===== src/shared/hpsc_defs.svh =====
`ifndef HPSC_DEFS_SVH
`define HPSC_DEFS_SVH

`define HPSC_OFS_SLOT_CAP   12'h07C
`define HPSC_OFS_SLOT_CTL   12'h080

`define HPSC_BIT_ATTN_BTN   0
`define HPSC_BIT_PWR_CTL    1
`define HPSC_BIT_LATCH_SNS  2
`define HPSC_BIT_ATTN_IND   3
`define HPSC_BIT_PWR_IND    4
`define HPSC_BIT_SURPRISE   5
`define HPSC_BIT_HP_CAP     6
`define HPSC_PLV_LSB        7
`define HPSC_PLV_MSB        14
`define HPSC_PLS_LSB        15
`define HPSC_PLS_MSB        16
`define HPSC_BIT_INTERLOCK  17
`define HPSC_BIT_NO_CMD_CPL 18
`define HPSC_PSN_LSB        19
`define HPSC_PSN_MSB        31
`define HPSC_PSN_HI_LSB     24
`define HPSC_PSN_STRAP_MSB  21

`define HPSC_BIT_ABP_EN     0
`define HPSC_BIT_PF_EN      1

`define HPSC_RST_PLV        8'h19
`define HPSC_RST_PLS        2'h0
`define HPSC_RST_SURPRISE   1'b0
`define HPSC_RST_INTERLOCK  1'b1
`define HPSC_RST_PSN        13'h0000

`define HPSC_PM_D0          2'h0
`define HPSC_PM_D3HOT       2'h3

`endif


===== src/shared/hpsc_pkg.sv =====
`default_nettype none
package hpsc_pkg;

  typedef struct packed {
    logic        rd;
    logic        wr;
    logic [11:0] addr;
    logic [31:0] wdata;
  } hpsc_cfg_req_t;

  typedef struct packed {
    logic        wr;
    logic [11:0] addr;
    logic [31:0] data;
  } hpsc_ee_wr_t;

  typedef struct packed {
    logic       valid;
    logic [7:0] value;
    logic [1:0] scale;
  } hpsc_msg_t;

  typedef enum logic {
    HPSC_MSG_IDLE = 1'b0,
    HPSC_MSG_SEND = 1'b1
  } hpsc_msg_state_t;

  typedef struct packed {
    hpsc_msg_state_t state;
    logic            again;
    hpsc_msg_t       msg;
  } hpsc_msg_regs_t;

  typedef struct packed {
    logic [7:0]  plv;
    logic [1:0]  pls;
    logic        surprise;
    logic        interlock;
    logic [12:0] slot_num;
    logic        abp_en;
    logic        pf_en;
    logic        dll_up;
    logic [31:0] rdata;
    logic        rvalid;
    logic        led_n;
    logic        int_p;
    logic        pme_p;
  } hpsc_regs_t;

endpackage
`default_nettype wire


===== src/hw/hpsc_msg_gen.sv =====
`timescale 1ns/1ps
`default_nettype none
module hpsc_msg_gen
  import hpsc_pkg::*;
(
  input  wire logic       clk_in,
  input  wire logic       rst_n_in,
  input  wire logic       trig_in,
  input  wire logic [7:0] value_in,
  input  wire logic [1:0] scale_in,
  input  wire logic       ready_in,
  output var hpsc_msg_t   msg_out
);

  hpsc_msg_regs_t s_q;
  hpsc_msg_regs_t s_d;

  always_comb begin
    s_d = s_q;
    unique case (s_q.state)
      HPSC_MSG_IDLE: begin
        if (trig_in) begin
          s_d.state     = HPSC_MSG_SEND;
          s_d.msg.valid = 1'b1;
          s_d.msg.value = value_in;
          s_d.msg.scale = scale_in;
        end
      end
      HPSC_MSG_SEND: begin
        // a new trigger while a message waits sends once more with the newest fields
        if (trig_in) begin
          s_d.again = 1'b1;
        end
        if (ready_in) begin
          if (s_q.again || trig_in) begin
            s_d.again     = 1'b0;
            s_d.msg.value = value_in;
            s_d.msg.scale = scale_in;
          end else begin
            s_d.state     = HPSC_MSG_IDLE;
            s_d.msg.valid = 1'b0;
          end
        end
      end
    endcase
  end

  always_ff @(posedge clk_in or negedge rst_n_in) begin
    if (!rst_n_in) begin
      s_q <= '{state: HPSC_MSG_IDLE, again: 1'b0, msg: '0};
    end else begin
      s_q <= s_d;
    end
  end

  assign msg_out = s_q.msg;

endmodule
`default_nettype wire


===== src/hw/hpsc_slot_regs.sv =====
`timescale 1ns/1ps
`default_nettype none
`include "hpsc_defs.svh"
module hpsc_slot_regs
  import hpsc_pkg::*;
(
  input  wire logic       CLK_SYS_IN,
  input  wire logic       RST_N_IN,
  input  wire logic       IS_DOWNSTREAM_IN,
  input  wire logic       PARALLEL_HP_IN,
  input  wire logic       SERIAL_PORT_IN,
  input  wire logic       EXPANDER_FOUND_IN,
  input  wire logic [2:0] STRAP_ADDR_IN,
  input  wire logic [7:0] EXP_SLOT_HI_IN,
  input  wire logic       DLL_UP_IN,
  input  wire logic [1:0] PWR_STATE_IN,
  input  wire logic       BUTTON_EVT_IN,
  input  wire logic       FAULT_EVT_IN,
  input  wire logic       PWR_IND_ON_IN,
  input  wire hpsc_cfg_req_t CFG_REQ_IN,
  input  wire hpsc_ee_wr_t   EE_WR_IN,
  input  wire logic       MSG_READY_IN,
  output logic [31:0]     CFG_RDATA_OUT,
  output logic            CFG_RVALID_OUT,
  output logic            SLOT_POWER_LED_N_OUT,
  output logic            NOTIFY_INT_OUT,
  output logic            NOTIFY_PME_OUT,
  output var hpsc_msg_t   MSG_OUT
);

  hpsc_regs_t r_q;
  hpsc_regs_t r_d;

  logic        serial_hp;
  logic        hp_cap;
  logic [12:0] slot_num_view;
  logic [31:0] cap_word;
  logic [31:0] ctl_word;
  logic [1:0]  evt_in;
  logic [1:0]  evt_en;
  logic [1:0]  evt_fire;
  logic        ee_cap_wr;
  logic        ee_ctl_wr;
  logic        sw_ctl_wr;
  logic        msg_trig;

  assign serial_hp = IS_DOWNSTREAM_IN & SERIAL_PORT_IN & EXPANDER_FOUND_IN;
  assign hp_cap    = IS_DOWNSTREAM_IN & (PARALLEL_HP_IN | serial_hp);

  always_comb begin
    slot_num_view = r_q.slot_num;
    if (serial_hp) begin
      slot_num_view[12:5] = EXP_SLOT_HI_IN;
    end else begin
      slot_num_view[2:0]  = STRAP_ADDR_IN;
      slot_num_view[12:8] = 5'h00;
    end
  end

  always_comb begin
    cap_word = 32'h0000_0000;
    if (IS_DOWNSTREAM_IN) begin
      cap_word[`HPSC_BIT_ATTN_BTN]  = hp_cap;
      cap_word[`HPSC_BIT_PWR_CTL]   = hp_cap;
      cap_word[`HPSC_BIT_LATCH_SNS] = hp_cap;
      cap_word[`HPSC_BIT_ATTN_IND]  = hp_cap;
      cap_word[`HPSC_BIT_PWR_IND]   = hp_cap;
      cap_word[`HPSC_BIT_SURPRISE]  = r_q.surprise;
      cap_word[`HPSC_BIT_HP_CAP]    = hp_cap;
      cap_word[`HPSC_PLV_MSB:`HPSC_PLV_LSB] = r_q.plv;
      cap_word[`HPSC_PLS_MSB:`HPSC_PLS_LSB] = r_q.pls;
      cap_word[`HPSC_BIT_INTERLOCK] = serial_hp & r_q.interlock;
      cap_word[`HPSC_BIT_NO_CMD_CPL] = 1'b0;
      cap_word[`HPSC_PSN_MSB:`HPSC_PSN_LSB] = slot_num_view;
    end
  end

  always_comb begin
    ctl_word = 32'h0000_0000;
    if (IS_DOWNSTREAM_IN) begin
      ctl_word[`HPSC_BIT_ABP_EN] = r_q.abp_en & cap_word[`HPSC_BIT_ATTN_BTN];
      ctl_word[`HPSC_BIT_PF_EN]  = r_q.pf_en & cap_word[`HPSC_BIT_PWR_CTL];
    end
  end

  assign evt_in = {FAULT_EVT_IN, BUTTON_EVT_IN};
  assign evt_en = {ctl_word[`HPSC_BIT_PF_EN], ctl_word[`HPSC_BIT_ABP_EN]};

  genvar gi;
  generate
    for (gi = 0; gi < 2; gi = gi + 1) begin : g_evt
      assign evt_fire[gi] = evt_in[gi] & evt_en[gi];
    end
  endgenerate

  assign ee_cap_wr = EE_WR_IN.wr & IS_DOWNSTREAM_IN & (EE_WR_IN.addr == `HPSC_OFS_SLOT_CAP);
  assign ee_ctl_wr = EE_WR_IN.wr & IS_DOWNSTREAM_IN & (EE_WR_IN.addr == `HPSC_OFS_SLOT_CTL);
  assign sw_ctl_wr = CFG_REQ_IN.wr & IS_DOWNSTREAM_IN & (CFG_REQ_IN.addr == `HPSC_OFS_SLOT_CTL);
  assign msg_trig  = ee_cap_wr | (IS_DOWNSTREAM_IN & DLL_UP_IN & ~r_q.dll_up);

  always_comb begin
    r_d        = r_q;
    r_d.dll_up = DLL_UP_IN;
    // capability fields change only through the serial EEPROM or I2C path
    if (ee_cap_wr) begin
      r_d.surprise  = EE_WR_IN.data[`HPSC_BIT_SURPRISE];
      r_d.plv       = EE_WR_IN.data[`HPSC_PLV_MSB:`HPSC_PLV_LSB];
      r_d.pls       = EE_WR_IN.data[`HPSC_PLS_MSB:`HPSC_PLS_LSB];
      r_d.interlock = EE_WR_IN.data[`HPSC_BIT_INTERLOCK];
      r_d.slot_num  = EE_WR_IN.data[`HPSC_PSN_MSB:`HPSC_PSN_LSB];
    end
    if (sw_ctl_wr) begin
      if (cap_word[`HPSC_BIT_ATTN_BTN]) begin
        r_d.abp_en = CFG_REQ_IN.wdata[`HPSC_BIT_ABP_EN];
      end
      if (cap_word[`HPSC_BIT_PWR_CTL]) begin
        r_d.pf_en = CFG_REQ_IN.wdata[`HPSC_BIT_PF_EN];
      end
    end
    // the EEPROM path wins over a software write in the same cycle
    if (ee_ctl_wr) begin
      r_d.abp_en = EE_WR_IN.data[`HPSC_BIT_ABP_EN];
      r_d.pf_en  = EE_WR_IN.data[`HPSC_BIT_PF_EN];
    end
    r_d.rvalid = CFG_REQ_IN.rd;
    r_d.rdata  = 32'h0000_0000;
    if (CFG_REQ_IN.rd) begin
      if (CFG_REQ_IN.addr == `HPSC_OFS_SLOT_CAP) begin
        r_d.rdata = cap_word;
      end else if (CFG_REQ_IN.addr == `HPSC_OFS_SLOT_CTL) begin
        r_d.rdata = ctl_word;
      end
    end
    r_d.led_n = hp_cap ? ~PWR_IND_ON_IN : 1'b1;
    r_d.int_p = (|evt_fire) & (PWR_STATE_IN == `HPSC_PM_D0);
    r_d.pme_p = (|evt_fire) & (PWR_STATE_IN == `HPSC_PM_D3HOT);
  end

  always_ff @(posedge CLK_SYS_IN or negedge RST_N_IN) begin
    if (!RST_N_IN) begin
      r_q           <= '0;
      r_q.plv       <= `HPSC_RST_PLV;
      r_q.pls       <= `HPSC_RST_PLS;
      r_q.surprise  <= `HPSC_RST_SURPRISE;
      r_q.interlock <= `HPSC_RST_INTERLOCK;
      r_q.slot_num  <= `HPSC_RST_PSN;
      r_q.led_n     <= 1'b1;
    end else begin
      r_q <= r_d;
    end
  end

  hpsc_msg_gen u_msg (
    .clk_in   (CLK_SYS_IN),
    .rst_n_in (RST_N_IN),
    .trig_in  (msg_trig),
    .value_in (r_d.plv),
    .scale_in (r_d.pls),
    .ready_in (MSG_READY_IN),
    .msg_out  (MSG_OUT)
  );

  assign CFG_RDATA_OUT        = r_q.rdata;
  assign CFG_RVALID_OUT       = r_q.rvalid;
  assign SLOT_POWER_LED_N_OUT = r_q.led_n;
  assign NOTIFY_INT_OUT       = r_q.int_p;
  assign NOTIFY_PME_OUT       = r_q.pme_p;

endmodule
`default_nettype wire


===== config.mk =====
export PLATFORM = sky130hd
export DESIGN_NAME = hpsc_slot_regs
export DESIGN_NICKNAME = d
export VERILOG_FILES = /design/src/shared/hpsc_pkg.sv /design/src/hw/hpsc_msg_gen.sv /design/src/hw/hpsc_slot_regs.sv
export VERILOG_INCLUDE_DIRS = /design/src /design/src/shared
export SDC_FILE = /design/constraint.sdc
export NUM_CORES = 1
export LEC_CHECK = 0
export CORE_MARGIN = 2
export CORE_UTILIZATION = 49
export CTS_BUF_LIST = sky130_fd_sc_hd__clkbuf_2 sky130_fd_sc_hd__clkbuf_4 sky130_fd_sc_hd__clkbuf_8
export DETAILED_ROUTE_END_ITERATION = 16
export DONT_BUFFER_PORTS = 1
export HOLD_SLACK_MARGIN = 0.06
export PLACE_DENSITY = 0.68
export SLEW_MARGIN = 20
export SYNTH_ARGS = -nofsm -noshare
export SYNTH_HDL_FRONTEND = slang
export SYNTH_SLANG_ARGS = --single-unit

===== constraint.sdc =====
create_clock -name CLK_SYS_IN -period 2.4 [get_ports CLK_SYS_IN]
set_clock_uncertainty 0.2 [all_clocks]
set_input_delay 0.24 -clock CLK_SYS_IN [delete_from_list [all_inputs] [get_ports CLK_SYS_IN]]
set_output_delay 0.24 -clock CLK_SYS_IN [all_outputs]
set_load 0.1 [all_outputs]

After elaboration in Yosys (flattened, before gate mapping)

Cells that the tools add are included.

Bits in registers: 77
Input port bits: 115
Word-level logic and storage cells: 83

Equal/unequal tests: 9
Multiplexer cells: 24
Bitwise logic cells: 22
Reduce and logical (&&, ||, !) cells: 10

Operators with widths:

| operator                                              | count |
|---|---|
| 2-to-1 mux 32 bit                                     | 3 |
| 2-to-1 mux 25 bit                                     | 1 |
| == test 12 x 7 -> 1 bit, second input constant        | 2 |
| == test 12 x 8 -> 1 bit, second input constant        | 2 |
| case mux 11 bit (2 select lines)                      | 1 |
| bitwise AND 1 bit                                     | 17 |
| 2-to-1 mux 13 bit                                     | 1 |
| 2-to-1 mux 11 bit                                     | 1 |
| 2-to-1 mux 10 bit                                     | 1 |
| 2-to-1 mux 1 bit                                      | 8 |
| 2-to-1 mux 2 bit                                      | 4 |
| 2-to-1 mux 3 bit                                      | 2 |
| inequality test 2 bit, second input constant          | 3 |
| AND reduction 3 bit                                   | 2 |
| nonzero test 2 bit                                    | 3 |
| 2-to-1 mux 5 bit                                      | 1 |
| AND reduction 2 bit                                   | 2 |
| NOT 1 bit                                             | 3 |
| == test 2 bit, second input constant                  | 1 |
| zero test 2 bit                                       | 1 |
| inequality test 2 x 1 -> 1 bit, second input constant | 1 |
| bitwise OR 1 bit                                      | 2 |
| case mux 1 bit (2 select lines)                       | 1 |
| OR reduction 2 bit                                    | 1 |
| logical OR 1 bit                                      | 1 |

Longest topological paths before layout

Gate-level depths: netlist of the first run.

Depth in word-level cells: 10
Depth in mapped cells: 7
Gate-level depth less buffers: 4

Modules after synthesis

From an unflattened synthesis of the first run, not the netlist that was laid out.

Cell total of the unflattened synthesis: 289
Area total of the unflattened synthesis: 3,387.0 sq um

By module, submodules not included:

| module         | times used | cells each | area each (sq um) |
|---|---|---|---|
| hpsc_slot_regs | 1          | 188        | 2,388.5 |
| hpsc_msg_gen   | 1          | 101        | 998.5 |

Least setup slack after synthesis of the first run

OpenSTA, ideal clock, no wires.

Path kind: input-to-reg
Start point: input port EE_WR_IN[41] in the netlist's numbering
End point: register u_msg.s_q (netlist bit u_msg.msg_out[2])
Setup time: 0.125 ns
Arrival time: 1.637 ns
Data required time: 2.075 ns
Slack: 0.438 ns
Stages on the path: 6
Buffers on the path: 2
Cell sequence: nor4_1 and4_1 buf_6 buf_4 mux2_2 mux2_4

RTL lines:

| item                   | line                 | text |
|---|---|---|
| start: declaration     | hpsc_slot_regs.sv:21 | `input wire hpsc_ee_wr_t EE_WR_IN,` |
| end signal: assignment | hpsc_msg_gen.sv:50   | `s_q <= '{state: HPSC_MSG_IDLE, again: 1'b0, msg: '0};` |
| end: declaration       | hpsc_msg_gen.sv:15   | `hpsc_msg_regs_t s_q;` |

==> metrics.txt, run 1 <==
run status finished, final reports clean; Max Cap Violations 0; Setup Viol. Count Final 0; detailed-route DRC error count 0; Worst setup EP type flip-flop; DR vias/cell 5.04; area growth from synthesis to layout 25.4%; Mapped Area 2990 sq um; number of synthesized flops with an enable pin 0; most frequent cells in the layout dfrtp_1, dlygate4sd3_1, and2_1, mux2_2; DIE AREA 6750 sq um; Final period util 0.983; clock root cell clkbuf_8; die width 82.2 microns; Gate Count Post-Synth 238; initial antenna violation count 0; CTS tree done; # fillers 447; core footprint 5920 sq um; peak supply drop 0.000398 V; Synth Register Bits 68; PortBufs 0; Post-DP Area 2890 sq um; Wirelength per Cell 16.8 microns; TritonCTS buffer count 9; clock-pin slew on the worst setup and hold paths 0.07 ns; critical path class primary input to flip-flop; max frequency 0.424 GHz; global route overflow 0; worst path arrival time 2.42 ns; relative slew slack 0.392; DR vias 1815; HP Class primary input to flip-flop; global-route usage over all layers 0.192; gpl congestion 0.695; worst skew pair latency 0.34 ns; CTS sink count 68; Design Area, Final 3760 sq um; Final Hold Fails 0; Synthesis Warnings 0; site row count 28; syn_nets 353; setup total negative slack 0 ns; Primary FF master, synth dfrtp_1; unique cell type count in the Yosys netlist 31; post-CTS setup buffer count 0; first-pass GRT wire length 9260 microns; share of cells above drive strength 1 0.263; DP HPWL 3730 microns; pwr/cell area 656 nW/um^2; Post-Route WL 6050 microns; Synth Area per Inst 12.6 sq um; Detail Route Antenna Nets 0; Util after Layout 0.634; leakage power 1.81 nW; clock period minus worst slack 2.36 ns; DR pass1 iterations 4; ys async rst share 1.00; number of global-route vias before repair 1894; n_diodes 0; actual slew at the worst max-slew pin 0.912 ns; max-slew violations 0; largest net degree at the start of global routing 69; I/O pins 162; die height 82.2 microns; Total Power 2.46 mW; critical path data required time 2.46 ns; register area share after synthesis 0.570; CTS max path bufs 2; CP Max Fanout 4; commonest non-fill, non-tap cell in the layout dfrtp_1; # nets final 395; H-tree depth 3; Starting Density 0.506; Initial DRC Count 74; hold slack final 0.0745 ns; Worst setup SP type primary input
## cell usage after synthesis (3+ instances only)
cell	n	area share
dfrtp_1	63	0.53
nand2_1	6	0.0075
mux2i_1	6	0.020
and2_1	20	0.042
inv_1	4	0.0050
nor3_1	4	0.0067
buf_4	45	0.11
and4_1	4	0.012
nand4_1	5	0.010
o21ai_0	3	0.0050
dfstp_2	5	0.044
nor2_1	17	0.021
mux2_4	10	0.050
nor4_1	3	0.0063
mux2_2	20	0.075
a21oi_1	4	0.0067
## flip-flops by register name, summed over array words and instances, names as in the netlist
| register | cells |
|---|---|
| SLOT_POWER_LED_N_OUT | 1 |
| r_q | 23 |
| u_msg.msg_out | 11 |
| CFG_RDATA_OUT | 28 |
| u_msg.s_q | 2 |
| NOTIFY_INT_OUT | 1 |
| CFG_RVALID_OUT | 1 |
| NOTIFY_PME_OUT | 1 |
## where the power goes
part / switching (mW) / internal (mW) / leakage (nW)
clock network: 0.429 / 0.611 / 0.105
logic: 0.126 / 0.111 / 0.783
registers: 0.0255 / 1.16 / 0.922
total: 0.581 / 1.88 / 1.81
## critical path, stage by stage
cell and delay [ns]:
dlygate4sd3_1 0.55, nor2_2 0.13, dlygate4sd3_1 0.57, nand4_1 0.18, dlygate4sd3_1 0.64, nor2_1 0.12
## per-stage QoR
stage          cells  setup WS (ns)
2_1_floorplan    238          0.438
6_report         360         0.0401
5_1_grt          360       -0.00268
4_1_cts          360         0.0596
3_3_place_gp     283          0.294
3_5_place_dp     283          0.259
## cell type report
type                            count  area (sq um)  share of cell area
Multi-Input combinational cell    118           922               0.246
Clock inverter                      6          87.6              0.0233
Timing Repair Buffer               79           788               0.210
Tap cell                           75          93.8              0.0250
Sequential cell                    68          1710               0.456
Inverter                            4          15.0             0.00400
Clock buffer                       10           138              0.0366
## path summary, 6_finish.rpt
check / start / cells past startpoint / slack, ns / to
worst max-delay path: CFG_REQ_IN[42] / 6 / 0.04 / CFG_RDATA_OUT[6]
worst min-delay path: CFG_REQ_IN[43] / 4 / 0.07 / r_q[38]
worst max register to register: r_q[36] / 4 / 0.71 / u_msg.s_q[11]
worst min register to register: r_q[43] / 1 / 0.28 / CFG_RDATA_OUT[23]
max in group asynchronous: RST_N_IN / 2 / 1.45 / r_q[56]
min in group asynchronous: RST_N_IN / 2 / 0.24 / CFG_RDATA_OUT[17]
## layer usage
metal  routed length (microns)  GRT usage  vias up
met5                         0          0        -
met4                       127      0.103        0
met3                       318     0.0511       12
met2                      3140      0.318       70
met1                      2470      0.229      884
li1                          -          -      849
## what timing repair did
item	in CTS	in global routing
resized for setup	0	4
setup endpoints to repair	0	8
hold endpoints to repair	123	0
hold buffers	61	0
## cell families (layout without fill, tap and decap cells)
logic type	after synthesis	after routing	share of synthesized area
buf+inv	52	99	0.127
compound gates	14	14	0.0301
flops	68	68	0.570
simple gates	67	67	0.126
mux	36	36	0.145
other cells	1	1	0.00125
(Power assumes the default switching activity.)
==> run 2, diff against run 1 <==
- SLEW_MARGIN: 20 -> 0
- clock period: 2.4 -> 2.9 ns (I/O delays scaled with it)
==> run 2 against run 1 <==
Against the previous run: routed wire length is 7.8% lower; global-route usage is 1.2 points lower; worst setup slack better by 0.44 ns; clock-buffer cell count grew 4; sequential share of layout area up 4.0 points; combinational power decreased by 44%; critical endpoint is now CFG_RDATA_OUT[28]; sequential power fell by 14%; utilization shrank 5.2 points.
==> metrics.txt, run 2 (synthesis results as in run 1) <==
run status finished, final reports clean; top sig layer met4; R2R Setup Slk 1.20 ns; critical path data required time 2.96 ns; n_diodes 0; max-slew violations 0; critical path, cell by cell dlygate4sd3_1 > nor2_1 > dlygate4sd3_1 > nand4_1 > nor3_1 > and2_1; DR pass1 iterations 5; max frequency 0.413 GHz; Worst setup EP type flip-flop; Final period util 0.834; Seq. cell area 1710 sq um; I/O pins 162; Post-DP Area 2760 sq um; area growth from synthesis to layout 15.2%; core footprint 5920 sq um; most frequent cells in the layout dfrtp_1, dlygate4sd3_1, and2_1, mux2_2, nor2_1; max FFs per register 28; post-CTS setup buffer count 0; PortBufs 0; Wirelength per Cell 16.7 microns; pwr/cell area 538 nW/um^2; Post-Route WL 5570 microns; max incr delay on CP 0.57 ns; Detail Route Antenna Nets 0; WL met1 2280 microns; global-route usage over all layers 0.180; TritonCTS buffer count 9; share of cells above drive strength 1 0.220; Worst setup SP type primary input; worst path arrival time 2.48 ns; worst skew pair latency 0.33 ns; Critical Path Most Common Cell dlygate4sd3_1; Starting Density 0.506; gpl congestion 0.665; leakage power 1.67 nW; commonest non-fill, non-tap cell in the layout dfrtp_1; DIE AREA 6750 sq um; clock root cell clkbuf_8; clock period minus worst slack 2.42 ns; WL met3 345 microns; detailed-route DRC error count 0; site row count 28; peak supply drop 0.000312 V; CTS max path bufs 2; cts repair resizes 0; Util after Layout 0.583; die width 82.2 microns; Design Area, Final 3450 sq um; Initial DRC Count 79; DP HPWL 3710 microns; CTS tree done; DR vias 1770; hold path depth 2; Final Hold Fails 0; # nets final 369; first-pass GRT wire length 8800 microns; HP Class primary input to flip-flop; # fillers 499; clock-pin slew on the worst setup and hold paths 0.07 ns; CTS sink count 68; setup total negative slack 0 ns; actual slew at the worst max-slew pin 1.10 ns; CP Max Fanout 6; global route overflow 0; Crit-path slowest cell dlygate4sd3_1; relative slew slack 0.269; hold_buf cts 49; multi-input logic area 907 sq um; Setup Viol. Count Final 0; RSZ-0062 raised after global routing false; R2R cell count 4; DR vias/cell 5.30; number of global-route vias before repair 1812; die height 82.2 microns; Max Cap Violations 0; largest net degree at the start of global routing 69; H-tree depth 3; critical path class primary input to flip-flop; WL met2 2920 microns; hold slack final 0.0835 ns; initial antenna violation count 0
-- run 2: cell count changes in the layout (fill, tap and decap cells not counted), sizes merged --
cell / before / now
bufinv: 2 / 0
clkinv: 1 / 2
dlygate4sd3: 60 / 48
buf: 19 / 5
clkinvlp: 3 / 0
clkbuf: 10 / 14
-- run 2: layout make-up --
| cell class | instances | area share |
|---|---|---|
| flip-flops and latches | 68 | 0.496 |
| repair buffers | 53 | 0.156 |
| clock buffers | 14 | 0.0504 |
| well taps | 75 | 0.0272 |
| inverters | 4 | 0.00435 |
| multi-input cells | 118 | 0.263 |
| clock inverters | 2 | 0.00290 |
-- run 2: worst paths after layout --
| check | from | to |
|---|---|---|
| worst max-delay path | CFG_REQ_IN[42] | CFG_RDATA_OUT[28] |
| worst min-delay path | IS_DOWNSTREAM_IN | CFG_RDATA_OUT[25] |
| max in group asynchronous | RST_N_IN | r_q[56] |
| min in group asynchronous | RST_N_IN | CFG_RDATA_OUT[25] |
| worst min register to register | r_q[55] | CFG_RDATA_OUT[16] |
| worst max register to register | r_q[36] | u_msg.msg_out[8] |
-- run 2: report_power, final --
part	leakage [nW]	internal (mW)	switching, mW	total (mW)
Clock	0.101	0.384	0.323	0.707
Sequential	0.922	0.961	0.0546	1.02
Combinational	0.652	0.0700	0.0628	0.133
Total	1.67	1.42	0.441	1.86
-- run 2: worst max-delay path, delay by kind of cell --
| kind | cells | cell delay (ns) |
|---|---|---|
| and+or+nand+nor | 4 | 1.07 |
| buffers and inverters | 2 | 1.10 |
-- run 2: routing by layer --
layer  vias to the layer above  global-route usage
li1                        796                   -
met1                       900               0.221
met2                        72               0.301
met3                         2              0.0630
met4                         0              0.0550
met5                         -                   0
-- run 2: stage by stage --
step                worst slack, ns  instances  power [mW]
floorplan                     0.888        238        1.10
global placement              0.728        269        1.10
detailed placement            0.702        269        1.10
CTS                           0.497        334        1.88
global route                  0.293        334        1.95
finish                        0.481        334        1.86
==> run 3, diff against run 2 <==
- clock period: 2.9 -> 2.3 ns (I/O delays scaled with it)
==> run 3 against run 2 <==
Against the previous run: clock power rose by 18%; largest power group unchanged; utilization up 5.1 points; register-to-register slack worse by 0.57 ns; worst hold slack gained 0.021 ns; global-route usage is 0.83 points higher; critical endpoint is now r_q[38]; final cell count up 11%; cell area increased by 8.7%; worst setup slack got worse by 0.31 ns.
==> metrics.txt, run 3 (synthesis results as in run 1) <==
DR vias/cell 5.02; R2R cell count 4; r2r endpoint u_msg.msg_out[2]; Design Area, Final 3750 sq um; r2r startpoint r_q[36]; Max Cap Violations 0; critical path class primary input to flip-flop; commonest non-fill, non-tap cell in the layout dfrtp_1; H-tree depth 3; Worst setup EP type flip-flop; die height 82.2 microns; DR pass1 iterations 4; worst path arrival time 2.18 ns; TritonCTS buffer count 9; Worst setup SP type primary input; area growth from synthesis to layout 25.3%; routing usage on met2 0.316; PortBufs 0; R2R Setup Slk 0.63 ns; share of cells above drive strength 1 0.310; Worst Hold Endpoint r_q[38]; Post-Route WL 5940 microns; # nets final 407; CTS tree done; Int Power 1.73 mW; Final Hold Fails 0; clock root cell clkbuf_8; Starting Density 0.506; clock period minus worst slack 2.13 ns; most frequent cells in the layout dfrtp_1, dlygate4sd3_1, buf_4; CTS sink count 68; clock-pin slew on the worst setup and hold paths 0.06 ns; CP Max Fanout 5; hold path depth 4; relative slew slack 0.394; RSZ-0062 raised after global routing false; site row count 28; global route overflow 0; HP Start CFG_REQ_IN[36]; peak supply drop 0.000472 V; met1 GRT Util 0.227; global-route usage over all layers 0.188; die width 82.2 microns; DIE AREA 6750 sq um; gpl congestion 0.700; run status finished, final reports clean; clock group share of total power 0.362; setup total negative slack 0 ns; P_sw 0.582 mW; Seq pwr share 0.534; max FFs per register 28; Setup Viol. Count Final 0; busiest grt layer met2; actual slew at the worst max-slew pin 0.908 ns; Final period util 0.924; CTS max path bufs 2; Wirelength per Cell 16.0 microns; max-slew violations 0; Detail Route Antenna Nets 0; DR vias 1866; I/O pins 162; first-pass GRT wire length 9270 microns; largest net degree at the start of global routing 69; M3 GR Usage 0.0435; initial antenna violation count 0; pwr/cell area 615 nW/um^2; Util after Layout 0.634; Net Sw Frac 0.252; number of global-route vias before repair 1937; max frequency 0.470 GHz; core footprint 5920 sq um; combinational power share 0.105; n_diodes 0; leakage power 1.86 nW; critical path data required time 2.35 ns; detailed-route DRC error count 0; Initial DRC Count 56; HP Class primary input to flip-flop; worst skew pair latency 0.33 ns; Post-DP Area 3040 sq um; DP HPWL 3830 microns
[run 3: final cells by class]
cell class,instances,area (sq um)
Clock buffer,11,139
Clock inverter,5,28.8
Fill cell,473,2170
Inverter,4,15.0
Multi-Input combinational cell,118,907
Sequential cell,68,1710
Tap cell,75,93.8
Timing Repair Buffer,91,856
[run 3: metal layers]
layer  share of wire  up-vias  wire (microns)
met4           0.023        0             135
li1                -      871               -
met3           0.060       13             359
met5               0        -               0
met1            0.39      909            2340
met2            0.52       73            3110
[run 3: worst max-delay path by stage]
stage,start,end,slack [ns]
2_1_floorplan,EE_WR_IN[41],u_msg.msg_out[2],0.35
3_3_place_gp,EE_WR_IN[41],u_msg.msg_out[0],0.30
3_5_place_dp,EE_WR_IN[41],u_msg.msg_out[0],0.22
4_1_cts,EE_WR_IN[34],r_q[37],0.06
5_1_grt,IS_DOWNSTREAM_IN,r_q[37],0.1
6_report,IS_DOWNSTREAM_IN,r_q[38],0.17
[run 3: critical path: stages]
cell	delay, ns
dlygate4sd3_1	0.64
inv_1	0.08
nor2_1	0.34
nand4_1	0.15
dlygate4sd3_1	0.58
a31oi_1	0.16
[run 3: power by group through the flow]
stage | clock (mW) | sequential [mW] | combinational (mW)
6_report | 0.835 | 1.23 | 0.242
5_1_grt | 0.913 | 1.23 | 0.260
4_1_cts | 0.866 | 1.23 | 0.245
3_5_place_dp | 0 | 1.25 | 0.148
3_3_place_gp | 0 | 1.25 | 0.145
2_1_floorplan | 0 | 1.26 | 0.126
[run 3: per-stage QoR]
step | hold WS [ns] | instances | power (mW) | setup slack [ns]
finish | 0.104 | 372 | 2.31 | 0.174
CTS | 0.0620 | 372 | 2.34 | 0.0576
global placement | -0.265 | 303 | 1.40 | 0.298
detailed placement | -0.264 | 303 | 1.40 | 0.216
floorplan | -0.266 | 238 | 1.38 | 0.348
global route | 0.142 | 372 | 2.41 | 0.0974
[run 3: repair_timing]
action | CTS | global route
hold endpoints to repair | 123 | 0
hold buffers | 53 | 0
endpoints found under the setup margin | 0 | 2
gates resized for setup | 0 | 0
buffers inserted | 0 | 1
